### config.mk
export PLATFORM = sky130hd
export DESIGN_NAME = srsr_top
export DESIGN_NICKNAME = d
export VERILOG_FILES = /design/src/rtl/srsr_pkg.sv /design/src/rtl/srsr_top.sv /design/src/rtl/srsr_event_set.sv
export VERILOG_INCLUDE_DIRS = /design/src /design/src/rtl
export SDC_FILE = /design/constraint.sdc
export NUM_CORES = 1
export LEC_CHECK = 0
export ABC_AREA = 1
export BUFFER_PORTS_ARGS = -buffer_cell sky130_fd_sc_hd__buf_2
export CORE_ASPECT_RATIO = 0.9
export CORE_UTILIZATION = 61
export DETAILED_ROUTE_END_ITERATION = 12
export PLACE_DENSITY_LB_ADDON = 0.25
export RECOVER_POWER = 50
export SLEW_MARGIN = 15
export SYNTH_ARGS = -nofsm -noshare
export SYNTH_HDL_FRONTEND = slang
export SYNTH_SLANG_ARGS = --single-unit
export TNS_END_PERCENT = 50
### constraint.sdc
create_clock -name clock -period 2.6 [get_ports clock]
set_clock_uncertainty 0.05 [all_clocks]
set_input_delay 0 -clock clock [delete_from_list [all_inputs] [get_ports clock]]
set_output_delay 0 -clock clock [all_outputs]
set_load 0.05 [all_outputs]
### src/rtl/srsr_defines.svh
// bit positions, masks and reset values of the status reporting block
`ifndef SRSR_DEFINES_SVH
`define SRSR_DEFINES_SVH

// status byte bits
`define SRSR_SB_QUES        3
`define SRSR_SB_MAV         4
`define SRSR_SB_STD         5
`define SRSR_SB_RQS         6
`define SRSR_SB_OPER        7
`define SRSR_SB_LIVE_MASK   8'hbf
`define SRSR_SRE_MASK       8'hbf

// quality condition bits
`define SRSR_QC_OVERLOAD    0
`define SRSR_QC_ADC_ERR     8
`define SRSR_QUES_MASK      16'h0101

// operation condition bits
`define SRSR_OC_MEASURING   4
`define SRSR_OC_WAIT_TRIG   5
`define SRSR_OC_WAIT_ARM    6
`define SRSR_OC_DATA_READY  8
`define SRSR_OC_BLOCK_READY 9
`define SRSR_OPER_MASK      16'h0370

// standard event bits
`define SRSR_SE_OPC         0
`define SRSR_SE_QUERY_ERR   2
`define SRSR_SE_DEV_ERR     3
`define SRSR_SE_EXEC_ERR    4
`define SRSR_SE_CMD_ERR     5
`define SRSR_SE_POWER_ON    7
`define SRSR_STD_MASK       16'h00bd

// enable registers: wide sets keep bit 15 at zero
`define SRSR_WIDE_EN_MASK   16'h7fff
`define SRSR_STD_EN_MASK    16'h00ff
`define SRSR_REG_RESET      16'h0000
`define SRSR_BYTE_RESET     8'h00

`endif

### src/rtl/srsr_pkg.sv
// types of the status reporting block
package srsr_pkg;

    typedef enum logic [3:0] {
        SRSR_SEL_STB,
        SRSR_SEL_SRE,
        SRSR_SEL_QUES_COND,
        SRSR_SEL_QUES_EVT,
        SRSR_SEL_QUES_EN,
        SRSR_SEL_STD_EVT,
        SRSR_SEL_STD_EN,
        SRSR_SEL_OPER_COND,
        SRSR_SEL_OPER_EVT,
        SRSR_SEL_OPER_EN
    } srsr_reg_sel_type;

    typedef struct packed {
        logic block_ready;
        logic data_ready;
        logic wait_arm;
        logic wait_trig;
        logic measuring;
        logic adc_error;
        logic overload;
    } srsr_cond_type;

    typedef struct packed {
        logic cmd_err;
        logic exec_err;
        logic dev_err;
        logic query_err;
        logic opc;
    } srsr_err_type;

endpackage

### src/rtl/srsr_top.sv
// status byte, event register sets and service request logic
// Functional notes
// - start a request only on an enabled rising summary bit with none pending
// - a request stays pending until the controller serial-polls the status byte
// - starting a request raises the service request line and request status bit 6
// - serial poll returns the byte, then clears bit 6 only
// - a status byte query returns master summary on bit 6
// - other status bits track live; enable bit 6 reads and acts as zero
// - bit 3 summarises the enabled quality events
// - bit 4 shows a response message waiting in the output queue
// - bit 5 summarises the enabled standard events
// - bit 7 summarises the enabled operation events
// - quality condition bit 0 is overrange, bit 8 converter hardware error
// - standard events: 0 complete, 2 query, 3 device, 4 execution, 5 command, 7 power-on
// - standard set has event and enable only; errors set event bits directly
// - operation condition bits 4 measuring, 5 trigger wait, 6 arm wait, 8 data, 9 block
// - a trigger while the trigger wait bit is zero is ignored
// - unassigned condition and event bits read as zero; enable bits keep what was written except bit 15, standard enable bits 8 to 14, and enable bit 6
// - clear-status empties error queue and zeroes all three event registers
// - clear-status leaves every enable register unchanged
// - condition bits follow their conditions every cycle and are read-only
// - a quality or operation event bit latches on a condition change until read or clear-status
// - summary is the OR of enabled event bits; enables are read-write
// - status byte and standard event are 8 bits; others 16 with bit 15 zero
`timescale 1ns/100ps
`default_nettype none
`include "srsr_defines.svh"

module srsr_top (
    // clock and reset
    input  wire logic                      clock,
    input  wire logic                      rstn,
    // monitored conditions and error sources
    input  wire srsr_pkg::srsr_cond_type   cond_in,
    input  wire srsr_pkg::srsr_err_type    err_in,
    input  wire logic                      msg_available,
    // register access from the command parser
    input  wire logic                      reg_rd,
    input  wire logic                      reg_wr,
    input  wire srsr_pkg::srsr_reg_sel_type reg_sel,
    input  wire logic [15:0]               reg_wdata,
    input  wire logic                      clear_status,
    output logic      [15:0]               reg_rdata,
    output logic                           reg_rvalid,
    output logic                           err_queue_flush,
    // bus side
    input  wire logic                      serial_poll,
    output logic                           srq_line,
    output logic      [7:0]                poll_byte,
    output logic                           poll_valid,
    // trigger gating
    input  wire logic                      trigger_in,
    output logic                           trigger_accept
);
    import srsr_pkg::*;

    logic [15:0] ques_cond_q;
    logic [15:0] oper_cond_q;
    logic [15:0] ques_cond_d;
    logic [15:0] oper_cond_d;
    logic [15:0] std_set;
    logic [15:0] ques_evt;
    logic [15:0] ques_en;
    logic [15:0] std_evt;
    logic [15:0] std_en;
    logic [15:0] oper_evt;
    logic [15:0] oper_en;
    logic        ques_sum;
    logic        std_sum;
    logic        oper_sum;
    logic        power_on_done_q;
    logic [7:0]  stb_live_q;
    logic [7:0]  stb_live_d;
    logic [7:0]  stb_prev_q;
    logic [7:0]  sre_q;
    logic [7:0]  sre_prev_q;
    logic        rqs_q;
    logic        srq_start;
    logic        master_summary_bit;
    logic [15:0] rd_mux;

    // condition bits, unlatched
    always_comb begin
        ques_cond_d = 16'h0000;
        oper_cond_d = 16'h0000;
        ques_cond_d[`SRSR_QC_OVERLOAD]    = cond_in.overload;
        ques_cond_d[`SRSR_QC_ADC_ERR]     = cond_in.adc_error;
        oper_cond_d[`SRSR_OC_MEASURING]   = cond_in.measuring;
        oper_cond_d[`SRSR_OC_WAIT_TRIG]   = cond_in.wait_trig;
        oper_cond_d[`SRSR_OC_WAIT_ARM]    = cond_in.wait_arm;
        oper_cond_d[`SRSR_OC_DATA_READY]  = cond_in.data_ready;
        oper_cond_d[`SRSR_OC_BLOCK_READY] = cond_in.block_ready;
    end

    always_ff @(posedge clock or negedge rstn) begin
        if (!rstn) begin
            ques_cond_q <= `SRSR_REG_RESET;
            oper_cond_q <= `SRSR_REG_RESET;
        end else begin
            ques_cond_q <= ques_cond_d;
            oper_cond_q <= oper_cond_d;
        end
    end

    // power-on event fires once, on the first clock after reset release
    always_ff @(posedge clock or negedge rstn) begin
        if (!rstn) begin
            power_on_done_q <= 1'b0;
        end else begin
            power_on_done_q <= 1'b1;
        end
    end

    // error sources set standard events directly, there is no condition stage
    always_comb begin
        std_set = 16'h0000;
        std_set[`SRSR_SE_OPC]       = err_in.opc;
        std_set[`SRSR_SE_QUERY_ERR] = err_in.query_err;
        std_set[`SRSR_SE_DEV_ERR]   = err_in.dev_err;
        std_set[`SRSR_SE_EXEC_ERR]  = err_in.exec_err;
        std_set[`SRSR_SE_CMD_ERR]   = err_in.cmd_err;
        std_set[`SRSR_SE_POWER_ON]  = !power_on_done_q;
    end

    srsr_event_set #(
        .VALID_MASK (`SRSR_QUES_MASK),
        .EN_MASK    (`SRSR_WIDE_EN_MASK)
    ) u_ques (
        .clock     (clock),
        .rstn      (rstn),
        .set_bits  (ques_cond_d ^ ques_cond_q),
        .clear_evt (clear_status || (reg_rd && reg_sel == SRSR_SEL_QUES_EVT)),
        .en_wr     (reg_wr && reg_sel == SRSR_SEL_QUES_EN),
        .en_wdata  (reg_wdata),
        .evt_q     (ques_evt),
        .en_q      (ques_en),
        .summary   (ques_sum)
    );

    srsr_event_set #(
        .VALID_MASK (`SRSR_STD_MASK),
        .EN_MASK    (`SRSR_STD_EN_MASK)
    ) u_std (
        .clock     (clock),
        .rstn      (rstn),
        .set_bits  (std_set),
        .clear_evt (clear_status || (reg_rd && reg_sel == SRSR_SEL_STD_EVT)),
        .en_wr     (reg_wr && reg_sel == SRSR_SEL_STD_EN),
        .en_wdata  (reg_wdata),
        .evt_q     (std_evt),
        .en_q      (std_en),
        .summary   (std_sum)
    );

    srsr_event_set #(
        .VALID_MASK (`SRSR_OPER_MASK),
        .EN_MASK    (`SRSR_WIDE_EN_MASK)
    ) u_oper (
        .clock     (clock),
        .rstn      (rstn),
        .set_bits  (oper_cond_d ^ oper_cond_q),
        .clear_evt (clear_status || (reg_rd && reg_sel == SRSR_SEL_OPER_EVT)),
        .en_wr     (reg_wr && reg_sel == SRSR_SEL_OPER_EN),
        .en_wdata  (reg_wdata),
        .evt_q     (oper_evt),
        .en_q      (oper_en),
        .summary   (oper_sum)
    );

    // live status byte, bit 6 is carried separately as request status
    always_comb begin
        stb_live_d = 8'h00;
        stb_live_d[`SRSR_SB_QUES] = ques_sum;
        stb_live_d[`SRSR_SB_MAV]  = msg_available;
        stb_live_d[`SRSR_SB_STD]  = std_sum;
        stb_live_d[`SRSR_SB_OPER] = oper_sum;
    end

    always_ff @(posedge clock or negedge rstn) begin
        if (!rstn) begin
            stb_live_q <= `SRSR_BYTE_RESET;
            stb_prev_q <= `SRSR_BYTE_RESET;
            sre_prev_q <= `SRSR_BYTE_RESET;
        end else begin
            stb_live_q <= stb_live_d;
            stb_prev_q <= stb_live_q;
            sre_prev_q <= sre_q;
        end
    end

    always_ff @(posedge clock or negedge rstn) begin
        if (!rstn) begin
            sre_q <= `SRSR_BYTE_RESET;
        end else if (reg_wr && reg_sel == SRSR_SEL_SRE) begin
            sre_q <= reg_wdata[7:0] & `SRSR_SRE_MASK;
        end
    end

    // a newly enabled bit that is already set counts as a rising summary too
    assign srq_start = !rqs_q && |((stb_live_q & ~stb_prev_q & sre_q) |
                                   (sre_q & ~sre_prev_q & stb_live_q));
    assign master_summary_bit       = |(stb_live_q & sre_q);

    // pending request; the line is the same flop, so it drops with the poll
    always_ff @(posedge clock or negedge rstn) begin
        if (!rstn) begin
            rqs_q <= 1'b0;
        end else if (srq_start) begin
            rqs_q <= 1'b1;
        end else if (serial_poll) begin
            rqs_q <= 1'b0;
        end
    end

    assign srq_line = rqs_q;

    // poll answer holds the request status as it was before the clear
    always_ff @(posedge clock or negedge rstn) begin
        if (!rstn) begin
            poll_byte  <= `SRSR_BYTE_RESET;
            poll_valid <= 1'b0;
        end else begin
            poll_valid <= serial_poll;
            if (serial_poll) begin
                poll_byte <= stb_live_q | {1'b0, rqs_q, 6'h00};
            end
        end
    end

    always_comb begin
        case (reg_sel)
            SRSR_SEL_STB:       rd_mux = {8'h00, stb_live_q | {1'b0, master_summary_bit, 6'h00}};
            SRSR_SEL_SRE:       rd_mux = {8'h00, sre_q};
            SRSR_SEL_QUES_COND: rd_mux = ques_cond_q;
            SRSR_SEL_QUES_EVT:  rd_mux = ques_evt;
            SRSR_SEL_QUES_EN:   rd_mux = ques_en;
            SRSR_SEL_STD_EVT:   rd_mux = std_evt;
            SRSR_SEL_STD_EN:    rd_mux = std_en;
            SRSR_SEL_OPER_COND: rd_mux = oper_cond_q;
            SRSR_SEL_OPER_EVT:  rd_mux = oper_evt;
            SRSR_SEL_OPER_EN:   rd_mux = oper_en;
            default:            rd_mux = 16'h0000;
        endcase
    end

    // read data registered; event reads clear in the same edge as the capture
    always_ff @(posedge clock or negedge rstn) begin
        if (!rstn) begin
            reg_rdata  <= `SRSR_REG_RESET;
            reg_rvalid <= 1'b0;
        end else begin
            reg_rvalid <= reg_rd;
            if (reg_rd) begin
                reg_rdata <= rd_mux & `SRSR_WIDE_EN_MASK;
            end
        end
    end

    always_ff @(posedge clock or negedge rstn) begin
        if (!rstn) begin
            err_queue_flush <= 1'b0;
        end else begin
            err_queue_flush <= clear_status;
        end
    end

    // the decision uses the registered bit the software can also read
    always_ff @(posedge clock or negedge rstn) begin
        if (!rstn) begin
            trigger_accept <= 1'b0;
        end else begin
            trigger_accept <= trigger_in && oper_cond_q[`SRSR_OC_WAIT_TRIG];
        end
    end
endmodule // srsr_top

`default_nettype wire

### src/rtl/srsr_event_set.sv
// one latched event register with its enable register and summary
`timescale 1ns/100ps
`default_nettype none
`include "srsr_defines.svh"

module srsr_event_set #(
    parameter logic [15:0] VALID_MASK = 16'hffff,
    parameter logic [15:0] EN_MASK    = 16'hffff
) (
    // clock and reset
    input  wire logic        clock,
    input  wire logic        rstn,
    // event side
    input  wire logic [15:0] set_bits,
    input  wire logic        clear_evt,
    // enable write
    input  wire logic        en_wr,
    input  wire logic [15:0] en_wdata,
    // state
    output logic      [15:0] evt_q,
    output logic      [15:0] en_q,
    output logic             summary
);

    logic [15:0] evt_d;

    // set wins over a read-clear or clear-status in the same cycle
    always_comb begin
        evt_d = ((clear_evt ? 16'h0000 : evt_q) | set_bits) & VALID_MASK;
    end

    always_ff @(posedge clock or negedge rstn) begin
        if (!rstn) begin
            evt_q <= `SRSR_REG_RESET;
        end else begin
            evt_q <= evt_d;
        end
    end

    // enables are never touched by clear-status
    always_ff @(posedge clock or negedge rstn) begin
        if (!rstn) begin
            en_q <= `SRSR_REG_RESET;
        end else if (en_wr) begin
            en_q <= en_wdata & EN_MASK;
        end
    end

    assign summary = |(evt_q & en_q);
endmodule // srsr_event_set

`default_nettype wire

* After elaboration in Yosys (flattened, before gate mapping)
Index checks and enable logic that the tools add are counted.
Widths: inputs -> output; s select.
** Word-level totals
- Register bits :: 109
- Bits in latches :: 0
- Memory bits (writable) :: 0
- Memory bits (read-only) :: 0
- Memories kept :: 0
** Cells by class
- Add/sub/neg operators :: 0
- Multiply operators :: 0
- Divide/modulo/power cells :: 0
- Order comparisons :: 0
- Equal/unequal tests :: 9
- Shift-type cells :: 0
- Multiplexer cells :: 6
- Bitwise logic cells :: 18
- Reduce and logical (&&, ||, !) cells :: 21
** Operator list (count)
- $pmux 15 s10 :: 1
- $and 8x8->8 :: 6
- $reduce_or 16->1 :: 3
- $eq 4x3->1 const B :: 4
- $not 8->8 :: 2
- $or 8x7->8 :: 2
- $or 8x8->8 :: 2
- $reduce_or 8->1 :: 2
- $and 10x15->15 :: 1
- $and 9x15->15 :: 1
- $mux 10 :: 1
- $or 10x10->10 :: 1
- $xor 10x10->10 :: 1
- $logic_and 1x1->1 :: 9
- $mux 9 :: 1
- $or 9x9->9 :: 1
- $xor 9x9->9 :: 1
- $eq 4x2->1 const B :: 2
- $eq 4x4->1 const B :: 2
- $mux 8 :: 1
- $eq 4x1->1 const B :: 1
- $logic_not 4->1 :: 1
- $logic_or 1x1->1 :: 3
- $logic_not 1->1 :: 2
- 2 further kinds :: 3

* Depth between registers and ports, before layout
Gate-level depths: netlist of the first run.
- Depth in word-level cells :: 7
- Depth in mapped cells :: 9

* Hierarchy
From an unflattened synthesis of the first run, not the netlist that was laid out.
** Unflattened totals
- Cells, all modules :: 673
- Area total of the unflattened synthesis :: 5311.3 um^2
** By module, submodules not included
- srsr_top :: instances 1, cells an instance 397, area each 2879.0 um^2, sequential area each 1301.2 um^2
- srsr_event_set (u_oper) :: instances 1, cells an instance 102, area each 894.6 um^2, sequential area each 500.5 um^2
- srsr_event_set (u_ques) :: instances 1, cells an instance 92, area each 824.5 um^2, sequential area each 425.4 um^2
- srsr_event_set (u_std) :: instances 1, cells an instance 82, area each 713.2 um^2, sequential area each 350.3 um^2

* Least setup slack after synthesis of the first run
Ideal clock, no wire load.
- Path kind :: register -> register
- From :: register rqs_q (netlist: srq_line)
- To :: register rqs_q (netlist: srq_line)
- Arrival time :: 0.859 ns
- Setup slack :: 1.559 ns
- Cell stages (with the launch flop) :: 3
- Buffers on the path :: 0
- Path through :: dfrtp_1 nor3_1 a21boi_0
** Between the ends
- Word-level cells in the longest chain between the ends :: 3
- Elaborated cells between the ends (all ways) :: 4
- Classes of those cells :: 1 x mux; 3 x reduce/logical
** Ends and longest elaborated chain
- start: declaration :: RTL line srsr_top.sv:77 : logic rqs_q;
- start signal: assignment :: RTL line srsr_top.sv:207 : rqs_q <= 1'b0;
- start signal: assignment :: RTL line srsr_top.sv:209 : rqs_q <= 1'b1;
- start signal: assignment :: RTL line srsr_top.sv:211 : rqs_q <= 1'b0;
- $logic_not 1->1 (*) :: RTL line srsr_top.sv:200 : assign srq_start = !rqs_q && |((stb_live_q & ~stb_prev_q & sre_q) |
- $logic_and 1x1->1 (*) :: RTL line srsr_top.sv:200
- $mux 1 / $reduce_bool 2->1 (equally long branches)
Mark *: on every way between the ends. The rest lies on a longest branch, timed or not.
A chain may end at the register's enable or synchronous reset.

* Final worst setup path of the first run
- From :: input port reg_rd
- To :: register u_oper.evt_q[4]
** Between the ends
- Word-level cells in the longest chain between the ends :: 4
** Ends and longest elaborated chain
- start: declaration :: RTL line srsr_top.sv:38 : input wire logic reg_rd,
- $logic_and 1x1->1 :: RTL line srsr_top.sv:162 : .clear_evt (clear_status || (reg_rd && reg_sel == SRSR_SEL_OPER_EVT)),
- $logic_or 1x1->1 :: RTL line srsr_top.sv:162
- $mux 10 :: RTL line srsr_event_set.sv:29 : evt_d = ((clear_evt ? 16'h0000 : evt_q) | set_bits) & VALID_MASK;
- $or 10x10->10 :: RTL line srsr_event_set.sv:29
- via u_oper.evt_d[4] :: RTL line srsr_event_set.sv:25 : logic [15:0] evt_d;
- end signal: assignment :: RTL line srsr_event_set.sv:34 : evt_q <= `SRSR_REG_RESET;
- end signal: assignment :: RTL line srsr_event_set.sv:36 : evt_q <= evt_d;
- end: declaration :: RTL line srsr_event_set.sv:20 : output logic [15:0] evt_q,
The timed path passes the listed nets, and every way through them passes these cells.

==> results.py, run 1 <==
metrics = {
    "setup_path": {
        "cp-startpoint": "reg_rd",
        "worstSetupEndpointType": "register",
        "criticalPathCategory": "primary input to register",
        "r2r_start": "sre_q[3]",
        "critPathMaxFanout": 17,
        "required_ns": 2.81,
        "worstSetupStartpointType": "primary input",
        "cp.arrival_ns": 1.82,
    },
    "routing": {
        "ant_nets": 0,
        "drc": 0,
        "num_vias": 3757,
        "wl_mm": 10.3,
        "drtIter0Drc": 256,
        "vias_per_cell": 5.42,
        "post_drt_wl_per_cell_um": 14.8,
        "first_pass_iters": 4,
    },
    "floorplanning": {
        "coreArea_um2": 7180,
        "die_h_um": 84.5,
        "start_util_pct": 64.2,
        "ios": 69,
        "dieArea_um2": 7910,
        "die_w_um": 93.7,
        "std_cell_rows": 29,
    },
    "timing": {
        "worst_slew_pin_slew_ns": 1.23,
        "finalSetupViolations": 0,
        "rsz0062_at_grt": "no",
        "finalCritPeriodShare_pct": 62.2,
        "fmax_ghz": 0.618,
        "fin_hold_ws_ns": 0.153,
        "finalCriticalPeriod_ns": 1.62,
        "fin_setup_tns_ns": 0,
        "relSlewSlack_pct": 18.3,
        "final-hold-violation-count": 0,
        "drv_slew": 0,
    },
    "synthesis": {
        "synth_edf_count": 0,
        "yosysUniqueCellTypes": 32,
        "async_reset_ff_share_pct": 100,
        "yosysSeqAreaShare_pct": 55.9,
        "synth.area.top_cells": "dfrtp_1 56%, nand2_1 14%, nand3_1 5.9%",
        "postSynthCellCount": 502,
        "synth_flop_cell": "dfrtp_1",
        "yosysMostFrequentCell": "nand2_1",
        "synth-seq-cells": 103,
        "synth_top_area_cell": "dfrtp_1",
        "syn_area_um2": 4610,
        "synth_top_area_share_pct": 55.9,
        "synth.avg_cell_area_um2": 9.19,
        "yosys_warnings": 0,
        "synthTopCellsByCount": "173 x nand2_1, 103 x dfrtp_1, 54 x nand3_1, 32 x inv_1, 27 x o21ai_2",
    },
    "power_and_ir_drop": {
        "p_leak_nw": 2.82,
        "ir_drop_mv": 0.483,
        "power.total_w": 0.00389,
        "pwr_density_cell_nw_per_um2": 716,
    },
    "run_status": {
        "status": "finished clean",
    },
    "cts": {
        "cts_max_level": 3,
        "clock_latency_ns": 0.37,
        "cts_buffers": 9,
        "clk_path_buf_depth": 2,
        "cts.sinks": 103,
        "clk_pin_slew_ns": 0.09,
        "cts-root-buf": "clkbuf_8",
        "cts-resized-gates": 0,
        "cts_tree": "built",
    },
    "grt": {
        "grt_pass1_wl_mm": 17.1,
        "gr-total-overflow": 0,
        "antenna_found_initial": 0,
        "grt_max_degree": 55,
        "grt_use_total_pct": 28.6,
        "grt_pass1_vias": 3623,
    },
    "hold_path": {
        "min_path_type": "primary input to register",
        "min_from": "reg_wr",
    },
    "place": {
        "io_buffers": 63,
        "gp_congestion": 0.871,
        "hpwl_mm": 6.99,
    },
    "layout": {
        "antenna_cells": 0,
        "syn_to_final_growth_pct": 17.8,
        "drive_above_1_share_pct": 17.7,
        "fin_nets": 635,
    },
    "flow_run": {
        "drv_cap": 0,
    },
}
## worst max-delay path: stages
cell	delay (ns)
dlygate4sd3_1	0.53
buf_2	0.11
clkbuf_1	0.62
nand3_1	0.34
nand3_1	0.15
nand2_1	0.06
## state kept, by name, indices dropped and copies added, names as in the netlist, 4 cells and up
register	flops
u_std.en_q	8
u_std.evt_q	6
u_oper.evt_q	5
reg_rdata	15
stb_prev_q	4
poll_byte	5
sre_prev_q	4
stb_live_q	4
u_oper.en_q	15
sre_q	7
oper_cond_q	5
u_ques.en_q	15
## power breakdown
part	switching (W)	internal, W
clock	0.000524	0.000502
combinational	0.000537	0.000268
sequential	0.000190	0.00187
total	0.00125	0.00264
## path summary, 6_finish.rpt
check                                        to  slack, ns  cells past startpoint
worst max-delay path            u_oper.evt_q[4]       0.98                      6
worst min-delay path              u_std.en_q[4]       0.15                      3
min in group asynchronous         stb_prev_q[4]       0.37                      2
max in group asynchronous        u_ques.en_q[9]       1.25                      3
worst min register to register   u_std.evt_q[7]       0.37                      1
worst max register to register     reg_rdata[6]       1.35                      8
## repair_timing
| action | CTS | global route |
|---|---|---|
| endpoints found under the hold margin | 124 | 0 |
| buffers inserted | 0 | 0 |
| hold buffers | 33 | 0 |
## layout by cell type, fill, tap and decap left out, types with 3 or more instances in the layout
cell type	instances
a22o_1	3
o21ai_1	15
dlygate4sd3_1	33
nand2_4	3
buf_4	3
clkbuf_8	11
conb_1	5
buf_2	38
inv_2	5
nor2_1	16
nand3_1	54
dfrtp_1	103
mux2_2	4
clkbuf_1	26
nand2_1	173
inv_1	32
xnor2_1	7
o21bai_1	5
o21ai_0	11
o21ai_2	27
a21oi_1	3
nor2_2	4
## cell families after synthesis
| family | Yosys count | synth area share (%) |
|---|---|---|
| AOI/OAI and AO/OA | 67 | 10.2 |
| muxes | 4 | 0.977 |
| DFF | 103 | 55.9 |
| and+or+nand+nor | 258 | 24.4 |
| other | 2 | 0.163 |
| xor gates and xnor gates | 7 | 1.33 |
| buffers and inverters | 61 | 7.08 |
## metrics by stage
step                      setup WS [ns]  util, %  instances  area, um^2
after floorplan                    1.56        -        505        4620
after global placement             1.02     68.6        644        4930
after detailed placement           1.00     68.6        644        4930
after CTS                          1.05     76.1        693        5470
after global routing              0.886     75.6        693        5430
final                             0.982     75.6        693        5430
## final cells by class
cell class / instances / area, um^2
multi-input combinational: 341 / 1720
clock buffer: 12 / 155
timing repair buffer: 101 / 662
sequential: 103 / 2580
tap: 93 / 116
inverter: 39 / 149
fill: 530 / 1750
clock inverter: 4 / 52.6
## layer usage
metal  GRT usage, %  vias to the layer above  wire (um)
met5              0                        -          0
met4           9.65                        0        186
met3           6.07                       17        663
met2           45.3                      137       4970
met1           39.7                     1819       4460
li1               -                     1784          -
No activity file was read; power rests on OpenSTA's default activity.
==> run 2: changes to the inputs <==
--- a/config.mk
+++ b/config.mk
@@ -9,7 +9,7 @@
 export ABC_AREA = 1
 export BUFFER_PORTS_ARGS = -buffer_cell sky130_fd_sc_hd__buf_2
 export CORE_ASPECT_RATIO = 0.9
-export CORE_UTILIZATION = 61
+export CORE_UTILIZATION = 51
 export DETAILED_ROUTE_END_ITERATION = 12
 export PLACE_DENSITY_LB_ADDON = 0.25
 export RECOVER_POWER = 50
==> constraint.sdc (replaced) <==
create_clock -name clock -period 1.3 [get_ports clock]
set_clock_uncertainty 0.05 [all_clocks]
set_input_delay 0 -clock clock [delete_from_list [all_inputs] [get_ports clock]]
set_output_delay 0 -clock clock [all_outputs]
set_load 0.05 [all_outputs]
==> run 2 against run 1 <==
  * Core utilization fell by 11 points
  * Critical path depth rose by 2
  * Power rose by 97%
  * Critical endpoint is now reg_rdata[6]
==> results.py, run 2 (synthesis gave the netlist of run 1 again) <==
metrics = {
    "timing": {
        "fin_ws_ns": 0.122,
        "final-hold-violation-count": 0,
        "finalCriticalPeriod_ns": 1.18,
        "finalSetupViolations": 0,
        "drv_slew": 0,
        "finalCritPeriodShare_pct": 90.6,
        "worst_slew_pin_slew_ns": 0.727,
        "fin_setup_tns_ns": 0,
        "fmax_ghz": 0.849,
        "fin_hold_ws_ns": 0.117,
        "relSlewSlack_pct": 51.5,
        "rsz0062_at_grt": "no",
    },
    "grt": {
        "grt_pass1_vias": 3605,
        "antenna_found_initial": 0,
        "grt_max_degree": 32,
        "gr-total-overflow": 0,
        "grt_pass1_wl_mm": 18.1,
        "grt_use_total_pct": 25.7,
    },
    "place": {
        "dp_slack_ns": 0.0462,
        "dpl_cell_area_um2": 5080,
        "hpwl_mm": 7.63,
        "gp_congestion": 0.867,
        "io_buffers": 63,
    },
    "setup_path": {
        "worstSetupStartpointType": "register",
        "required_ns": 1.51,
        "cp.arrival_ns": 1.39,
        "criticalPathCategory": "register to register",
        "reg2reg_slack_ns": 0.12,
        "r2r_start": "sre_q[7]",
        "ff2ff_path_depth": 8,
        "worstSetupEndpointType": "register",
        "critPathMaxFanout": 4,
        "reg2reg_to": "reg_rdata[6]",
    },
    "power_and_ir_drop": {
        "ir_drop_mv": 0.715,
        "pwr_density_cell_nw_per_um2": 1370,
        "p_leak_nw": 2.93,
    },
    "floorplanning": {
        "std_cell_rows": 32,
        "die_h_um": 92.2,
        "dieArea_um2": 9430,
        "coreArea_um2": 8690,
        "ios": 69,
        "start_util_pct": 53.1,
        "die_w_um": 102,
    },
    "routing": {
        "vias_per_cell": 5.11,
        "wl_mm": 10.9,
        "ant_nets": 0,
        "num_vias": 3738,
        "first_pass_iters": 5,
        "drtIter0Drc": 215,
        "drc": 0,
        "post_drt_wl_per_cell_um": 14.9,
    },
    "layout": {
        "layout_common_cells": "173 x nand2_1, 102 x dfrtp_1, 54 x nand3_1",
        "fin_area_um2": 5570,
        "syn_to_final_growth_pct": 20.8,
        "final_common_cell": "nand2_1",
        "fin_util_pct": 64.1,
        "antenna_cells": 0,
        "drive_above_1_share_pct": 22.1,
        "fin_nets": 647,
        "top_regs": "reg_rdata x15, u_oper.en_q x15, u_ques.en_q x15",
    },
    "hold_path": {
        "min_to": "u_std.en_q[1]",
        "min_path_cells": 3,
        "min_path_type": "primary input to register",
        "min_from": "reg_wr",
    },
    "flow_run": {
        "drv_cap": 0,
    },
    "cts": {
        "cts.sinks": 103,
        "clk_pin_slew_ns": 0.11,
        "clk_path_buf_depth": 2,
        "cts_buffers": 9,
        "cts_tree": "built",
        "clock_latency_ns": 0.37,
        "cts-root-buf": "clkbuf_8",
        "cts_max_level": 3,
    },
    "run_status": {
        "status": "finished clean",
    },
}
## run 2: cell count changes in the layout (fill, tap and decap cells not counted), moves of 7 or more
cell	delta
clkbuf_1	-16
buf_2	+15
o21ai_0	-7
buf_4	+9
o21ai_1	+7
## run 2: final cells by class
class | count | area [um^2]
multi-input cells | 341 | 1720
fillers | 750 | 3120
inverters | 39 | 149
repair buffers | 113 | 797
clock inverters | 6 | 50.0
flip-flops and latches | 103 | 2580
clock buffers | 10 | 128
well taps | 119 | 149
## run 2: worst max-delay path, cell delays in order (launching register included)
cell and delay (ns):
dfrtp_2 0.46, nand2_1 0.09, nand2_1 0.05, nor2_1 0.09, nor2_1 0.06, nor2_1 0.08
nand2_1 0.06, nand2_1 0.07, nand2_1 0.05
## run 2: how the worst max path moves through the flow
stage | from | end | slack (ns) | cells after the start
after floorplan | srq_line | srq_line | 0.26 | 2
after global placement | reg_sel[3] | u_ques.en_q[13] | 0.1 | 7
after detailed placement | reg_sel[1] | u_std.en_q[1] | 0.05 | 6
after CTS | sre_q[7] | reg_rdata[6] | 0.11 | 8
after global routing | sre_q[7] | reg_rdata[6] | 0.004 | 8
final | sre_q[7] | reg_rdata[6] | 0.12 | 8
## run 2: per-stage QoR
stage	power, W	cells
6_report	0.00766	731
5_1_grt	0.00807	731
4_1_cts	0.00771	731
3_5_place_dp	0.00576	682
3_3_place_gp	0.00570	682
2_1_floorplan	0.00522	505
## run 2: timing repair
action                                 CTS  global route
resized for setup                        0             1
setup endpoints to repair                0             1
endpoints found under the hold margin  178             0
hold buffers                            33             0
buffers inserted                         0             0
## run 2: layer usage
metal | share of wire (%) | GRT usage, % | vias up
li1 | - | - | 1809
met1 | 47 | 37.5 | 1808
met2 | 47 | 39.5 | 111
met3 | 5.1 | 5.03 | 10
met4 | 1.0 | 6.07 | 0
met5 | 0 | 0 | -
## run 2: report_power, final
part	total [W]	switching, W	leakage (nW)	internal [W]
logic	0.00166	0.00108	1.57	0.000588
clock network	0.00188	0.00115	0.0896	0.000729
registers	0.00411	0.000382	1.27	0.00373
